[config.mk]
export PLATFORM = sky130hd
export DESIGN_NAME = vpgst_top
export DESIGN_NICKNAME = d
export VERILOG_FILES = /design/src/design/vpgst_pkg.sv /design/src/design/vpgst_top.sv
export SDC_FILE = /design/constraint.sdc
export NUM_CORES = 1
export LEC_CHECK = 0
export BUFFER_PORTS_ARGS = -buffer_cell sky130_fd_sc_hd__buf_2
export CAP_MARGIN = 20
export CORE_UTILIZATION = 56
export CTS_CLUSTER_DIAMETER = 150
export DETAILED_ROUTE_END_ITERATION = 10
export GPL_TIMING_DRIVEN = 0
export HOLD_SLACK_MARGIN = 0.15
export PLACE_DENSITY = 0.81
export SLEW_MARGIN = 20
export SYNTH_ARGS = -nofsm -noshare
export SYNTH_HDL_FRONTEND = slang
export SYNTH_SLANG_ARGS = --single-unit
[constraint.sdc]
create_clock -name clk -period 3.7 [get_ports clk]
set_input_delay 0.74 -clock clk [delete_from_list [all_inputs] [get_ports clk]]
set_output_delay 0.74 -clock clk [all_outputs]
set_load 0.05 [all_outputs]
[src/design/vpgst_pkg.sv]
/*
  Shared constants and types of the video pattern generator and self-test
  block: register offsets, field layouts, pattern codes and video words.
  Assumes a single parallel word clock and a 10-bit video word.
*/
package vpgst_pkg;

  // Register byte offsets on the APB.
  localparam logic [7:0] REG_CTRL = 8'h00;
  localparam logic [7:0] REG_STATUS = 8'h04;

  // Control register fields and reset value.
  localparam int CTRL_SW_EN_BIT = 0;
  localparam int CTRL_CODE_SEL_BIT = 1;
  localparam int CTRL_CODE_LSB = 2;
  localparam logic [31:0] CTRL_RESET = 32'h0000_0000;

  // Pattern code fields: raster, standard, pattern kind.
  localparam int CODE_RASTER_BIT = 3;
  localparam int CODE_STD_BIT = 2;
  localparam logic [1:0] PAT_BLACK = 2'h0;
  localparam logic [1:0] PAT_PLL = 2'h1;
  localparam logic [1:0] PAT_EQ = 2'h2;
  localparam logic [1:0] PAT_BARS = 2'h3;
  localparam logic [3:0] CODE_TEST_BARS = 4'h3;
  localparam logic [3:0] CODE_TEST_PLL = 4'h5;

  // Flat-field and pathological word pairs (chroma, luma).
  localparam logic [9:0] BLACK_C = 10'h200;
  localparam logic [9:0] BLACK_Y = 10'h040;
  localparam logic [9:0] PLL_C = 10'h200;
  localparam logic [9:0] PLL_Y = 10'h110;
  localparam logic [9:0] EQ_C = 10'h300;
  localparam logic [9:0] EQ_Y = 10'h198;

  // Number of fields a clean self-test runs before it reports a pass.
  localparam logic [1:0] PASS_FIELDS = 2'h2;

  // Operating mode of the word path.
  typedef enum logic [1:0] {
    MODE_NORMAL = 2'b00,
    MODE_PATTERN = 2'b01,
    MODE_SELFTEST = 2'b10
  } vpgst_mode_t;

  // Status word as software sees it.
  typedef struct packed {
    logic [22:0] zero;
    logic [1:0] fieldCount;
    logic [1:0] mode;
    logic patternActive;
    logic selfTestError;
    logic selfTestPass;
    logic outputEnabled;
    logic locked;
  } vpgst_status_t;

  // State carried by the scrambler and line coder across words.
  typedef struct packed {
    logic [9:0] word;
    logic [8:0] shift;
    logic level;
  } vpgst_coder_t;

endpackage : vpgst_pkg

[src/design/vpgst_top.sv]
/*
  Test section of a serial video transmitter: lock indication, output
  gating, power-on reset, full-field pattern generator and go/no-go
  self-test, plus an APB register slave.
  Assumes the word clock clk is the only clock, that an analog loop
  reports its lock on pllLocked and shifts wordOut out at ten times the
  word rate, LSB first, and that pads add pull-downs to all inputs.
*/
// Behaviour
// Serial bit clock is ten times word clock.
// Lock output high exactly while loop locked; the code lags pllLocked by one word clock.
// Serial output static while out of lock.
// Power-on reset clears all state, disables output.
// Both serial lines high impedance during reset.
// Reset holds until the word clock runs.
// Start word clock 30 us after supply.
// Self-test runs pattern through datapath, checks errors.
// Self-test uses colour bars or PLL pathological.
// Operator sets code, waits lock, raises enable.
// Pass rises about two fields after enable.
// Detected error keeps pass output low.
// Enable low ends self-test mode.
// Serial stream continues during self-test.
// Undriven data inputs read as zero.
// Operator supplies 27 or 36 MHz clock.
// Enabled generator sends selected pattern serially.
// Enable low returns to normal serialization.
// Code bits pick raster, standard, pattern; the code ignores CODE_STD_BIT.
// Black, PLL, EQ and 75% eight-bar patterns.
// Colour bars switch abruptly, no band-limiting.
// Enable may be tied to lock output.
// Code held stable while enable high.
module vpgst_top import vpgst_pkg::*; #(
  parameter int LINE_WORDS_43 = 1716,
  parameter int LINE_WORDS_169 = 2288,
  parameter int BAR_WORDS_43 = 180,
  parameter int BAR_WORDS_169 = 240,
  parameter int FIELD_LINES = 263
) (
  // Clock, reset and freeze.
  input wire logic clk,
  input wire logic rst_n,
  input wire logic clkEn,
  // Parallel video word and pattern control pins.
  input wire logic [9:0] dataIn,
  input wire logic patternGenEnablePin,
  // Lock report of the analog clock multiplier.
  input wire logic pllLocked,
  // Word handed to the ten-times shifter and its drive control.
  output logic [9:0] wordOut,
  output logic serialOutEn_n,
  // Lock indicator and self-test result.
  output logic lockDetect,
  output logic testOut,
  // APB slave.
  input wire logic psel,
  input wire logic penable,
  input wire logic pwrite,
  input wire logic [7:0] paddr,
  input wire logic [31:0] pwdata,
  output logic [31:0] prdata,
  output logic pready,
  output logic pslverr
);

  // Bars alone must fit within a line; the counters need some width.
  generate
    if (LINE_WORDS_43 < 8 * BAR_WORDS_43 || LINE_WORDS_169 < 8 * BAR_WORDS_169
        || BAR_WORDS_43 < 1 || BAR_WORDS_169 < 1 || FIELD_LINES < 2
        || LINE_WORDS_169 > 4095 || LINE_WORDS_43 > 4095
        || FIELD_LINES > 4095) begin : g_bad_params
      $error("vpgst_top: raster parameters out of range.");
    end
  endgenerate

  // 75% bar words, luma and two chroma, from white to black.
  localparam logic [9:0] BAR_Y [8] = '{10'h2D0, 10'h274, 10'h224,
    10'h1C4, 10'h15C, 10'h0FC, 10'h0AC, 10'h040};
  localparam logic [9:0] BAR_CB [8] = '{10'h200, 10'h0B0, 10'h26C,
    10'h11C, 10'h2E4, 10'h194, 10'h350, 10'h200};
  localparam logic [9:0] BAR_CR [8] = '{10'h200, 10'h22C, 10'h0B0,
    10'h0DC, 10'h324, 10'h350, 10'h1D4, 10'h200};

  // Scrambles one word with x^9+x^4+1 and codes it NRZI, LSB first.
  function automatic vpgst_coder_t encodeWord(input logic [9:0] d,
      input logic [8:0] sr, input logic lvl);
    vpgst_coder_t r;
    logic s;
    r.shift = sr;
    r.level = lvl;
    r.word = '0;
    for (int i = 0; i < 10; i++) begin
      s = d[i] ^ r.shift[8] ^ r.shift[3];
      r.shift = {r.shift[7:0], s};
      r.level = r.level ^ s;
      r.word[i] = r.level;
    end
    return r;
  endfunction : encodeWord

  // Undoes the line code and the scrambling, as a receiver would.
  function automatic vpgst_coder_t decodeWord(input logic [9:0] n,
      input logic [8:0] sr, input logic lvl);
    vpgst_coder_t r;
    logic s;
    r.shift = sr;
    r.level = lvl;
    r.word = '0;
    for (int i = 0; i < 10; i++) begin
      s = n[i] ^ r.level;
      r.level = n[i];
      r.word[i] = s ^ r.shift[8] ^ r.shift[3];
      r.shift = {r.shift[7:0], s};
    end
    return r;
  endfunction : decodeWord

  // Control register, mode and captured pattern code.
  logic [31:0] ctrl;
  vpgst_mode_t mode;
  logic [3:0] code;
  // Raster position counters and self-test bookkeeping.
  logic [11:0] sampleCnt;
  logic [11:0] lineCnt;
  logic [11:0] barCnt;
  logic [2:0] barIdx;
  logic [1:0] fieldCnt;
  logic testError;
  // Coder state of the sending and of the checking side.
  logic [8:0] txShift;
  logic txLevel;
  logic [8:0] rxShift;
  logic rxLevel;
  // Set once the first word clock after reset has been seen.
  logic started;

  // Effective enable from the pin or from software.
  wire logic enable = patternGenEnablePin | ctrl[CTRL_SW_EN_BIT];
  // The pads pull undriven data inputs to zero, so the code is clean.
  wire logic [3:0] liveCode = ctrl[CTRL_CODE_SEL_BIT] ?
    ctrl[CTRL_CODE_LSB +: 4] : dataIn[3:0];
  wire logic isTest = (liveCode == CODE_TEST_BARS)
    || (liveCode == CODE_TEST_PLL);
  wire logic wide = code[CODE_RASTER_BIT];
  wire logic [11:0] lineLast = wide ? 12'(LINE_WORDS_169 - 1)
    : 12'(LINE_WORDS_43 - 1);
  wire logic [11:0] barLast = wide ? 12'(BAR_WORDS_169 - 1)
    : 12'(BAR_WORDS_43 - 1);
  wire logic lineEnd = (sampleCnt == lineLast);
  wire logic fieldEnd = lineEnd && (lineCnt == 12'(FIELD_LINES - 1));
  wire logic inBars = (sampleCnt < 12'(8) * (barLast + 12'h001));
  wire logic active = (mode != MODE_NORMAL);

  // Chroma on even samples, Cb and Cr alternating; luma on odd samples.
  wire logic isLuma = sampleCnt[0];
  wire logic isCr = sampleCnt[1];
  wire logic [9:0] barWord = isLuma ? BAR_Y[barIdx]
    : (isCr ? BAR_CR[barIdx] : BAR_CB[barIdx]);
  // Bars change value on a single word, with no filtering.
  wire logic [9:0] patWord =
    (code[1:0] == PAT_PLL) ? (isLuma ? PLL_Y : PLL_C) :
    (code[1:0] == PAT_EQ) ? (isLuma ? EQ_Y : EQ_C) :
    (code[1:0] == PAT_BARS && inBars) ? barWord :
    (isLuma ? BLACK_Y : BLACK_C);
  // The generated word replaces the input word in the data path.
  wire logic [9:0] srcWord = active ? patWord : dataIn;

  // Coding and checking of the current word.
  wire vpgst_coder_t txNext = encodeWord(srcWord, txShift, txLevel);
  wire vpgst_coder_t rxNext = decodeWord(txNext.word, rxShift, rxLevel);
  wire logic wordBad = (rxNext.word != srcWord);

  // APB decode; the slave always answers in the access cycle.
  wire logic apbAccess = psel && penable;
  wire logic hitCtrl = (paddr == REG_CTRL);
  wire logic hitStatus = (paddr == REG_STATUS);
  wire logic apbWrCtrl = apbAccess && pwrite && hitCtrl;
  vpgst_status_t status;

  // Status word built from live state.
  always_comb begin
    status = '0;
    status.fieldCount = fieldCnt;
    status.mode = mode;
    status.patternActive = active;
    status.selfTestError = testError;
    status.selfTestPass = testOut;
    status.outputEnabled = ~serialOutEn_n;
    status.locked = lockDetect;
  end

  assign pready = 1'b1;
  assign pslverr = apbAccess && !hitCtrl && !hitStatus;
  assign prdata = !apbAccess || pwrite ? 32'h0000_0000 :
    hitCtrl ? ctrl : hitStatus ? 32'(status) : 32'h0000_0000;

  // Control register; only mapped bits are kept.
  always_ff @(posedge clk) begin
    if (!rst_n) begin
      ctrl <= CTRL_RESET;
    end else if (clkEn && apbWrCtrl) begin
      ctrl <= {26'h000_0000, pwdata[5:0]};
    end
  end

  // Reset is synchronous, so nothing leaves it before the clock runs.
  always_ff @(posedge clk) begin
    if (!rst_n) begin
      started <= 1'b0;
    end else if (clkEn) begin
      started <= 1'b1;
    end
  end

  // Lock indicator follows the loop, one word clock later.
  always_ff @(posedge clk) begin
    if (!rst_n) begin
      lockDetect <= 1'b0;
    end else if (clkEn) begin
      lockDetect <= pllLocked;
    end
  end

  // Mode changes; the code is caught when the enable is first seen with lock.
  always_ff @(posedge clk) begin
    if (!rst_n) begin
      mode <= MODE_NORMAL;
      code <= 4'h0;
    end else if (clkEn) begin
      case (mode)
        MODE_NORMAL: begin
          if (enable && lockDetect) begin
            code <= liveCode;
            mode <= isTest ? MODE_SELFTEST : MODE_PATTERN;
          end
        end
        MODE_PATTERN, MODE_SELFTEST: begin
          if (!enable) begin
            mode <= MODE_NORMAL;
          end
        end
        default: begin
          mode <= MODE_NORMAL;
        end
      endcase
    end
  end

  // Raster counters advance only while a pattern runs.
  always_ff @(posedge clk) begin
    if (!rst_n || (clkEn && !active)) begin
      sampleCnt <= 12'h000;
      lineCnt <= 12'h000;
      barCnt <= 12'h000;
      barIdx <= 3'h0;
    end else if (clkEn) begin
      sampleCnt <= lineEnd ? 12'h000 : sampleCnt + 12'h001;
      lineCnt <= fieldEnd ? 12'h000 : lineCnt + 12'(lineEnd);
      barCnt <= (lineEnd || barCnt == barLast) ? 12'h000
        : barCnt + 12'h001;
      barIdx <= lineEnd ? 3'h0 : barIdx + 3'(barCnt == barLast);
    end
  end

  // Self-test counts fields and keeps any mismatch until it ends.
  always_ff @(posedge clk) begin
    if (!rst_n || (clkEn && mode != MODE_SELFTEST)) begin
      fieldCnt <= 2'h0;
      testError <= 1'b0;
      testOut <= 1'b0;
    end else if (clkEn) begin
      if (fieldEnd && fieldCnt != PASS_FIELDS) begin
        fieldCnt <= fieldCnt + 2'h1;
      end
      // A lost lock is an internal fault as well.
      testError <= testError | wordBad | !lockDetect;
      // A lock loss in the same cycle must not let a pass slip out.
      testOut <= (fieldCnt == PASS_FIELDS) && !testError
        && !wordBad && lockDetect;
    end
  end

  // Coders run on every word; the checker mirrors the sender.
  always_ff @(posedge clk) begin
    if (!rst_n) begin
      txShift <= 9'h000;
      txLevel <= 1'b0;
      rxShift <= 9'h000;
      rxLevel <= 1'b0;
    end else if (clkEn) begin
      txShift <= txNext.shift;
      txLevel <= txNext.level;
      rxShift <= rxNext.shift;
      rxLevel <= rxNext.level;
    end
  end

  // Output word. Out of lock the line sits at its last level, since a
  // word clock alone cannot space bits evenly without the loop.
  always_ff @(posedge clk) begin
    if (!rst_n) begin
      wordOut <= 10'h000;
      serialOutEn_n <= 1'b1;
    end else if (clkEn) begin
      serialOutEn_n <= !started;
      if (lockDetect) begin
        wordOut <= txNext.word;
      end else begin
        wordOut <= {10{wordOut[9]}};
      end
    end
  end

  // Lock output is the loop report one edge later.
  a_lock_follow: assert property (
    @(posedge clk) disable iff (!rst_n)
    clkEn |=> lockDetect == $past(pllLocked))
    else $error("Lock output does not follow the loop.");

  // Without lock the word carries no transitions.
  a_static_unlock: assert property (
    @(posedge clk) disable iff (!rst_n)
    clkEn && !lockDetect |=> wordOut == {10{$past(wordOut[9])}})
    else $error("Serial word toggles while out of lock.");

  // The drive stays off through reset and its first release edge.
  a_reset_off: assert property (
    @(posedge clk)
    !rst_n |=> serialOutEn_n && wordOut == 10'h000)
    else $error("Output driven during reset.");

  // The self-test mode is entered only for the two test codes.
  a_test_code: assert property (
    @(posedge clk) disable iff (!rst_n)
    mode == MODE_SELFTEST |-> code == CODE_TEST_BARS
      || code == CODE_TEST_PLL)
    else $error("Self-test runs with a non-test code.");

  // A pass needs two full fields in self-test.
  a_pass_late: assert property (
    @(posedge clk) disable iff (!rst_n)
    $rose(testOut) |-> $past(fieldCnt) == PASS_FIELDS
      && $past(mode) == MODE_SELFTEST)
    else $error("Pass reported before two fields.");

  // Once an error is seen, the pass output stays low.
  a_error_low: assert property (
    @(posedge clk) disable iff (!rst_n)
    testError && mode == MODE_SELFTEST |-> !testOut)
    else $error("Pass output high after an error.");

  // Dropping the enable leaves any pattern mode on the next edge.
  a_enable_exit: assert property (
    @(posedge clk) disable iff (!rst_n)
    clkEn && !enable && active |=> mode == MODE_NORMAL ##1 !testOut)
    else $error("Mode kept after enable fell.");

  // In lock the stream keeps flowing during the self-test.
  a_stream_on: assert property (
    @(posedge clk) disable iff (!rst_n)
    mode == MODE_SELFTEST && started |-> !serialOutEn_n)
    else $error("Serial output stopped during self-test.");

  // The checker recovers every word the sender coded.
  a_path_clean: assert property (
    @(posedge clk) disable iff (!rst_n)
    $past(clkEn) && $past(rst_n) |-> rxNext.word == srcWord)
    else $error("Data path corrupts a word.");

endmodule : vpgst_top

==> impl_metrics.env <==
export IMPL_synthToLayoutAreaGrowth_pct=13.42
export IMPL_place_detailed_hpwl_um=10250
export IMPL_netlist_top_cell_by_area="sky130_fd_sc_hd__dfxtp_1"
export IMPL_synth_seq_area_share_pct=31.04
export IMPL_floorplan_initialDensity_pct=58.91
export IMPL_p_total_uw=2839
export IMPL_grt_antenna_before_repair=0
export IMPL_die_width_um=101.5
export IMPL_timing_reg2reg_setup_slack_ns=0.31
export IMPL_status="completed"
export IMPL_r2r_cells=10
export IMPL_internal_portion_of_total_power_uw=1841
export IMPL_nets=817
export IMPL_core_area_um2=9415
export IMPL_place_port_buffers=53
export IMPL_cts_root_buffer_cell="sky130_fd_sc_hd__clkbuf_8"
export IMPL_max_clock_path_buffers=2
export IMPL_drtPass1Iterations=4
export IMPL_global_route_usage_total_pct=26.98
export IMPL_pin_count=105
export IMPL_grt_setup_unrepaired="false"
export IMPL_synth_seq_cells=86
export IMPL_synth_async_reset_ratio_pct=0
export IMPL_share_clk_of_total_power_pct=27.3
export IMPL_tritoncts_clock_tree="built"
export IMPL_sw_frac_of_total_pct=35.15
export IMPL_critical_path_required_ns=2.96
export IMPL_timing_max_slew_rel_slack_pct=36.07
export IMPL_path_clk_slew_ns=0.09
export IMPL_crit_reg2reg_launch="barIdx[1]$_SDFFE_PP0P_"
export IMPL_min_period_over_period_pct=91.88
export IMPL_final_period_minus_worst_setup_slack_ns=3.400
export IMPL_yosys_warnings=0
export IMPL_syn_avg_cell_area_um2=8.520
export IMPL_gr_ovfl_total=0
export IMPL_ant_nets=0
export IMPL_grt_first_pass_wirelength_um=21800
export IMPL_num_rows=35
export IMPL_leakagePower_uw=0.002561
export IMPL_fmax_mhz=294.1
export IMPL_net_switching_power_uw=997.7
export IMPL_post_cts_setup_driven_buffer_insertion_count=0
export IMPL_max_cap_violations=0
export IMPL_critPathArrivalTime_ns=2.66
export IMPL_synth_distinct_cells=79
export IMPL_power_ir_vdd_worst_uv=279.8
export IMPL_detail_route_vias_per_cell=5.645
export IMPL_total_cts_buffers=9
export IMPL_final_hold_viol_count=0
export IMPL_crit_path_start_kind="flop"
export IMPL_post_synth_instance_area_um2=5547
export IMPL_regToRegEndpoint="wordOut[7]$_SDFFE_PN0P_"
export IMPL_clock_tree_htree_level_count=3
export IMPL_post_cts_hold_buffer_count=0
export IMPL_synth_edf_count=0
export IMPL_predominant_post_synthesis_flop_cell="sky130_fd_sc_hd__dfxtp_1"
export IMPL_yosysTopAreaCellShare_pct=31.04
export IMPL_detail_route_wirelength_met1_um=5676
export IMPL_wl_met2_um=6756
export IMPL_clock_skew_ns=0.009515
export IMPL_comb_power_share_pct=36.5
export IMPL_grt_start_max_net_pins=17
export IMPL_route_detailed_wl_per_inst_um=15.52
export IMPL_final_setup_tns_ns=0
export IMPL_share_of_post_route_cells_with_drive_strength_above_1_pct=16.71
export IMPL_met3WireLength_um=740
export IMPL_via_count_of_the_first_global_routing_pass=4768
export IMPL_start_point_of_the_critical_path="mode[0]$_SDFFE_PN0P_"
export IMPL_worst_setup_path_end_kind="primary output"
export IMPL_synthesis_instances=651
export IMPL_crit_path_kind="reg2out"
export IMPL_cellPowerDensity_nw_per_um2=451.2
export IMPL_fp_dieArea_um2=10310
export IMPL_floorplan_die_height_um=101.5
export IMPL_total_vias_in_the_final_route=4917
export IMPL_finalSetupViolCount=0
export IMPL_holdCritPathClass="reg2reg"
export IMPL_synth_top_cells_by_area="sky130_fd_sc_hd__dfxtp_1 (31%), sky130_fd_sc_hd__xnor2_1 (5.4%), sky130_fd_sc_hd__nor2_1 (5.0%), sky130_fd_sc_hd__ha_1 (5.0%), sky130_fd_sc_hd__xor2_1 (4.7%)"
export IMPL_drt_iter0_drc=261
export IMPL_route_detailed_drc=0
export IMPL_seq_power_share_pct=36.2
export IMPL_route_final_wire_length_um=13520
export IMPL_top_signal_layer_used="met4"
export IMPL_clkLatencyLatePin_ns=0.37
export IMPL_critical_path_max_fanout=10
export IMPL_post_cts_resized=0
export IMPL_tritoncts_num_sinks=86
export IMPL_max_slew_worst_pin_slew_ns=0.9516
export IMPL_finalWeightedCongestion=0.8768
export IMPL_n_antenna_cell=0
export IMPL_setup_worst_path_end="prdata[4]"
export IMPL_drv_slew=0
==> metal layers <==
metal  global-route usage, %  vias to the layer above
li1                        -                     2404
met1                   32.13                     2313
met2                   47.25                      166
met3                   5.452                       34
met4                   11.15                        0
met5                       0                        -
==> worst min path at each step <==
stage | startpoint | endpoint | slack, ns | cells after the start
after floorplan | started$_SDFFE_PN0P_ | started$_SDFFE_PN0P_ | 0.43 | 1
after global placement | wordOut[6]$_SDFFE_PN0P_ | wordOut[6]$_SDFFE_PN0P_ | 0.43 | 2
after detailed placement | wordOut[4]$_SDFFE_PN0P_ | wordOut[4]$_SDFFE_PN0P_ | 0.44 | 2
after CTS | wordOut[4]$_SDFFE_PN0P_ | wordOut[4]$_SDFFE_PN0P_ | 0.45 | 2
after global routing | wordOut[4]$_SDFFE_PN0P_ | wordOut[4]$_SDFFE_PN0P_ | 0.48 | 2
final | wordOut[4]$_SDFFE_PN0P_ | wordOut[4]$_SDFFE_PN0P_ | 0.45 | 2
==> cells in the mapped netlist, drive strengths merged (5+ instances only) <==
library cell	n
clkbuf	17
nand4	12
inv	14
nand3	20
o21ai	25
a21boi	15
a21oi	11
nand2b	11
o211ai	5
nor2	74
xor2	31
and3	12
and2	5
buf	39
nor3	11
a31oi	5
xnor2	36
nor4	7
o21a	9
dfxtp	86
ha	22
or3	6
nand2	62
o31ai	6
a211oi	7
nor2b	18
mux2i	22
==> layout by cell type (no fill, tap or decap), types with 4 or more instances in the layout <==
cell / instances
sky130_fd_sc_hd__a211oi_1: 7
sky130_fd_sc_hd__a21boi_0: 15
sky130_fd_sc_hd__a21oi_1: 11
sky130_fd_sc_hd__a31oi_1: 5
sky130_fd_sc_hd__and2_1: 4
sky130_fd_sc_hd__and3_1: 12
sky130_fd_sc_hd__buf_1: 5
sky130_fd_sc_hd__buf_2: 61
sky130_fd_sc_hd__buf_4: 24
sky130_fd_sc_hd__clkbuf_1: 17
sky130_fd_sc_hd__clkbuf_8: 10
sky130_fd_sc_hd__conb_1: 24
sky130_fd_sc_hd__dfxtp_1: 86
sky130_fd_sc_hd__ha_1: 22
sky130_fd_sc_hd__inv_1: 14
sky130_fd_sc_hd__mux2_2: 4
sky130_fd_sc_hd__mux2i_1: 22
sky130_fd_sc_hd__nand2_1: 62
sky130_fd_sc_hd__nand2b_1: 11
sky130_fd_sc_hd__nand3_1: 20
sky130_fd_sc_hd__nand3b_1: 4
sky130_fd_sc_hd__nand4_1: 12
sky130_fd_sc_hd__nor2_1: 74
sky130_fd_sc_hd__nor2b_1: 18
sky130_fd_sc_hd__nor3_1: 11
sky130_fd_sc_hd__nor4_1: 5
sky130_fd_sc_hd__o211a_1: 4
sky130_fd_sc_hd__o211ai_1: 5
sky130_fd_sc_hd__o21a_1: 9
sky130_fd_sc_hd__o21ai_0: 20
sky130_fd_sc_hd__o31ai_1: 4
sky130_fd_sc_hd__or3_1: 6
sky130_fd_sc_hd__xnor2_1: 34
sky130_fd_sc_hd__xor2_1: 30
==> logic make-up (layout without fill, tap and decap cells) <==
| logic type | count (synthesis) | count (layout) | share of synthesized area, % |
|---|---|---|---|
| compound gates | 111 | 111 | 14.60 |
| xor+xnor | 73 | 73 | 13.51 |
| fa+ha+maj | 22 | 22 | 4.963 |
| buf+inv | 70 | 139 | 6.812 |
| flops | 86 | 86 | 31.04 |
| mux | 27 | 27 | 5.188 |
| other cells | 2 | 24 | 0.1354 |
| simple gates | 260 | 260 | 23.75 |
==> sequential cells by signal, summed over array words and instances, names as in the netlist <==
| signal | cells |
|---|---|
| barCnt | 12 |
| testOut | 1 |
| ctrl | 6 |
| fieldCnt | 2 |
| barIdx | 3 |
| serialOutEn_n | 1 |
| lockDetect | 1 |
| txShift | 9 |
| testError | 1 |
| sampleCnt | 12 |
| mode | 2 |
| rxShift | 9 |
| code | 3 |
| lineCnt | 12 |
| wordOut | 10 |
| started | 1 |
| rxLevel | 1 |
==> power groups by stage <==
stage / clock [uW] / sequential [uW] / combinational (uW)
floorplan: 0 / 1100 / 771
global placement: 0 / 1040 / 987
detailed placement: 0 / 1050 / 1020
CTS: 786 / 1020 / 1020
global route: 829 / 1030 / 1110
finish: 775 / 1030 / 1040
==> metrics by stage <==
stage | util [%] | hold WS, ns | setup WS, ns | instances | area [um2]
6_report | 66.82 | 0.4507 | 0.3003 | 871 | 6291
3_3_place_gp | 64.32 | 0.4328 | 0.4803 | 855 | 6056
2_1_floorplan | - | 0.4280 | 0.1047 | 673 | 5629
5_1_grt | 66.82 | 0.4774 | 0.1577 | 871 | 6291
3_5_place_dp | 64.32 | 0.4402 | 0.3706 | 855 | 6056
4_1_cts | 66.82 | 0.4529 | 0.3453 | 871 | 6291
==> worst max-delay path: stages, from the launching register on <==
cell and delay [ns]:
sky130_fd_sc_hd__dfxtp_1 0.34, sky130_fd_sc_hd__inv_1 0.08, sky130_fd_sc_hd__ha_1 0.27, sky130_fd_sc_hd__buf_2 0.26, sky130_fd_sc_hd__buf_1 0.40, sky130_fd_sc_hd__clkbuf_1 0.52, sky130_fd_sc_hd__a211oi_1 0.17, sky130_fd_sc_hd__buf_2 0.25
==> area by class of cell <==
class / count / area, um2
multi-input combinational: 517 / 3530
tap: 129 / 161.4
clock inverter: 6 / 97.59
fill: 764 / 3124
inverter: 14 / 52.55
clock buffer: 10 / 137.6
timing repair buffer: 53 / 265.3
buffer: 56 / 325.3
sequential: 86 / 1722
Power figures use the tool's default switching activity.
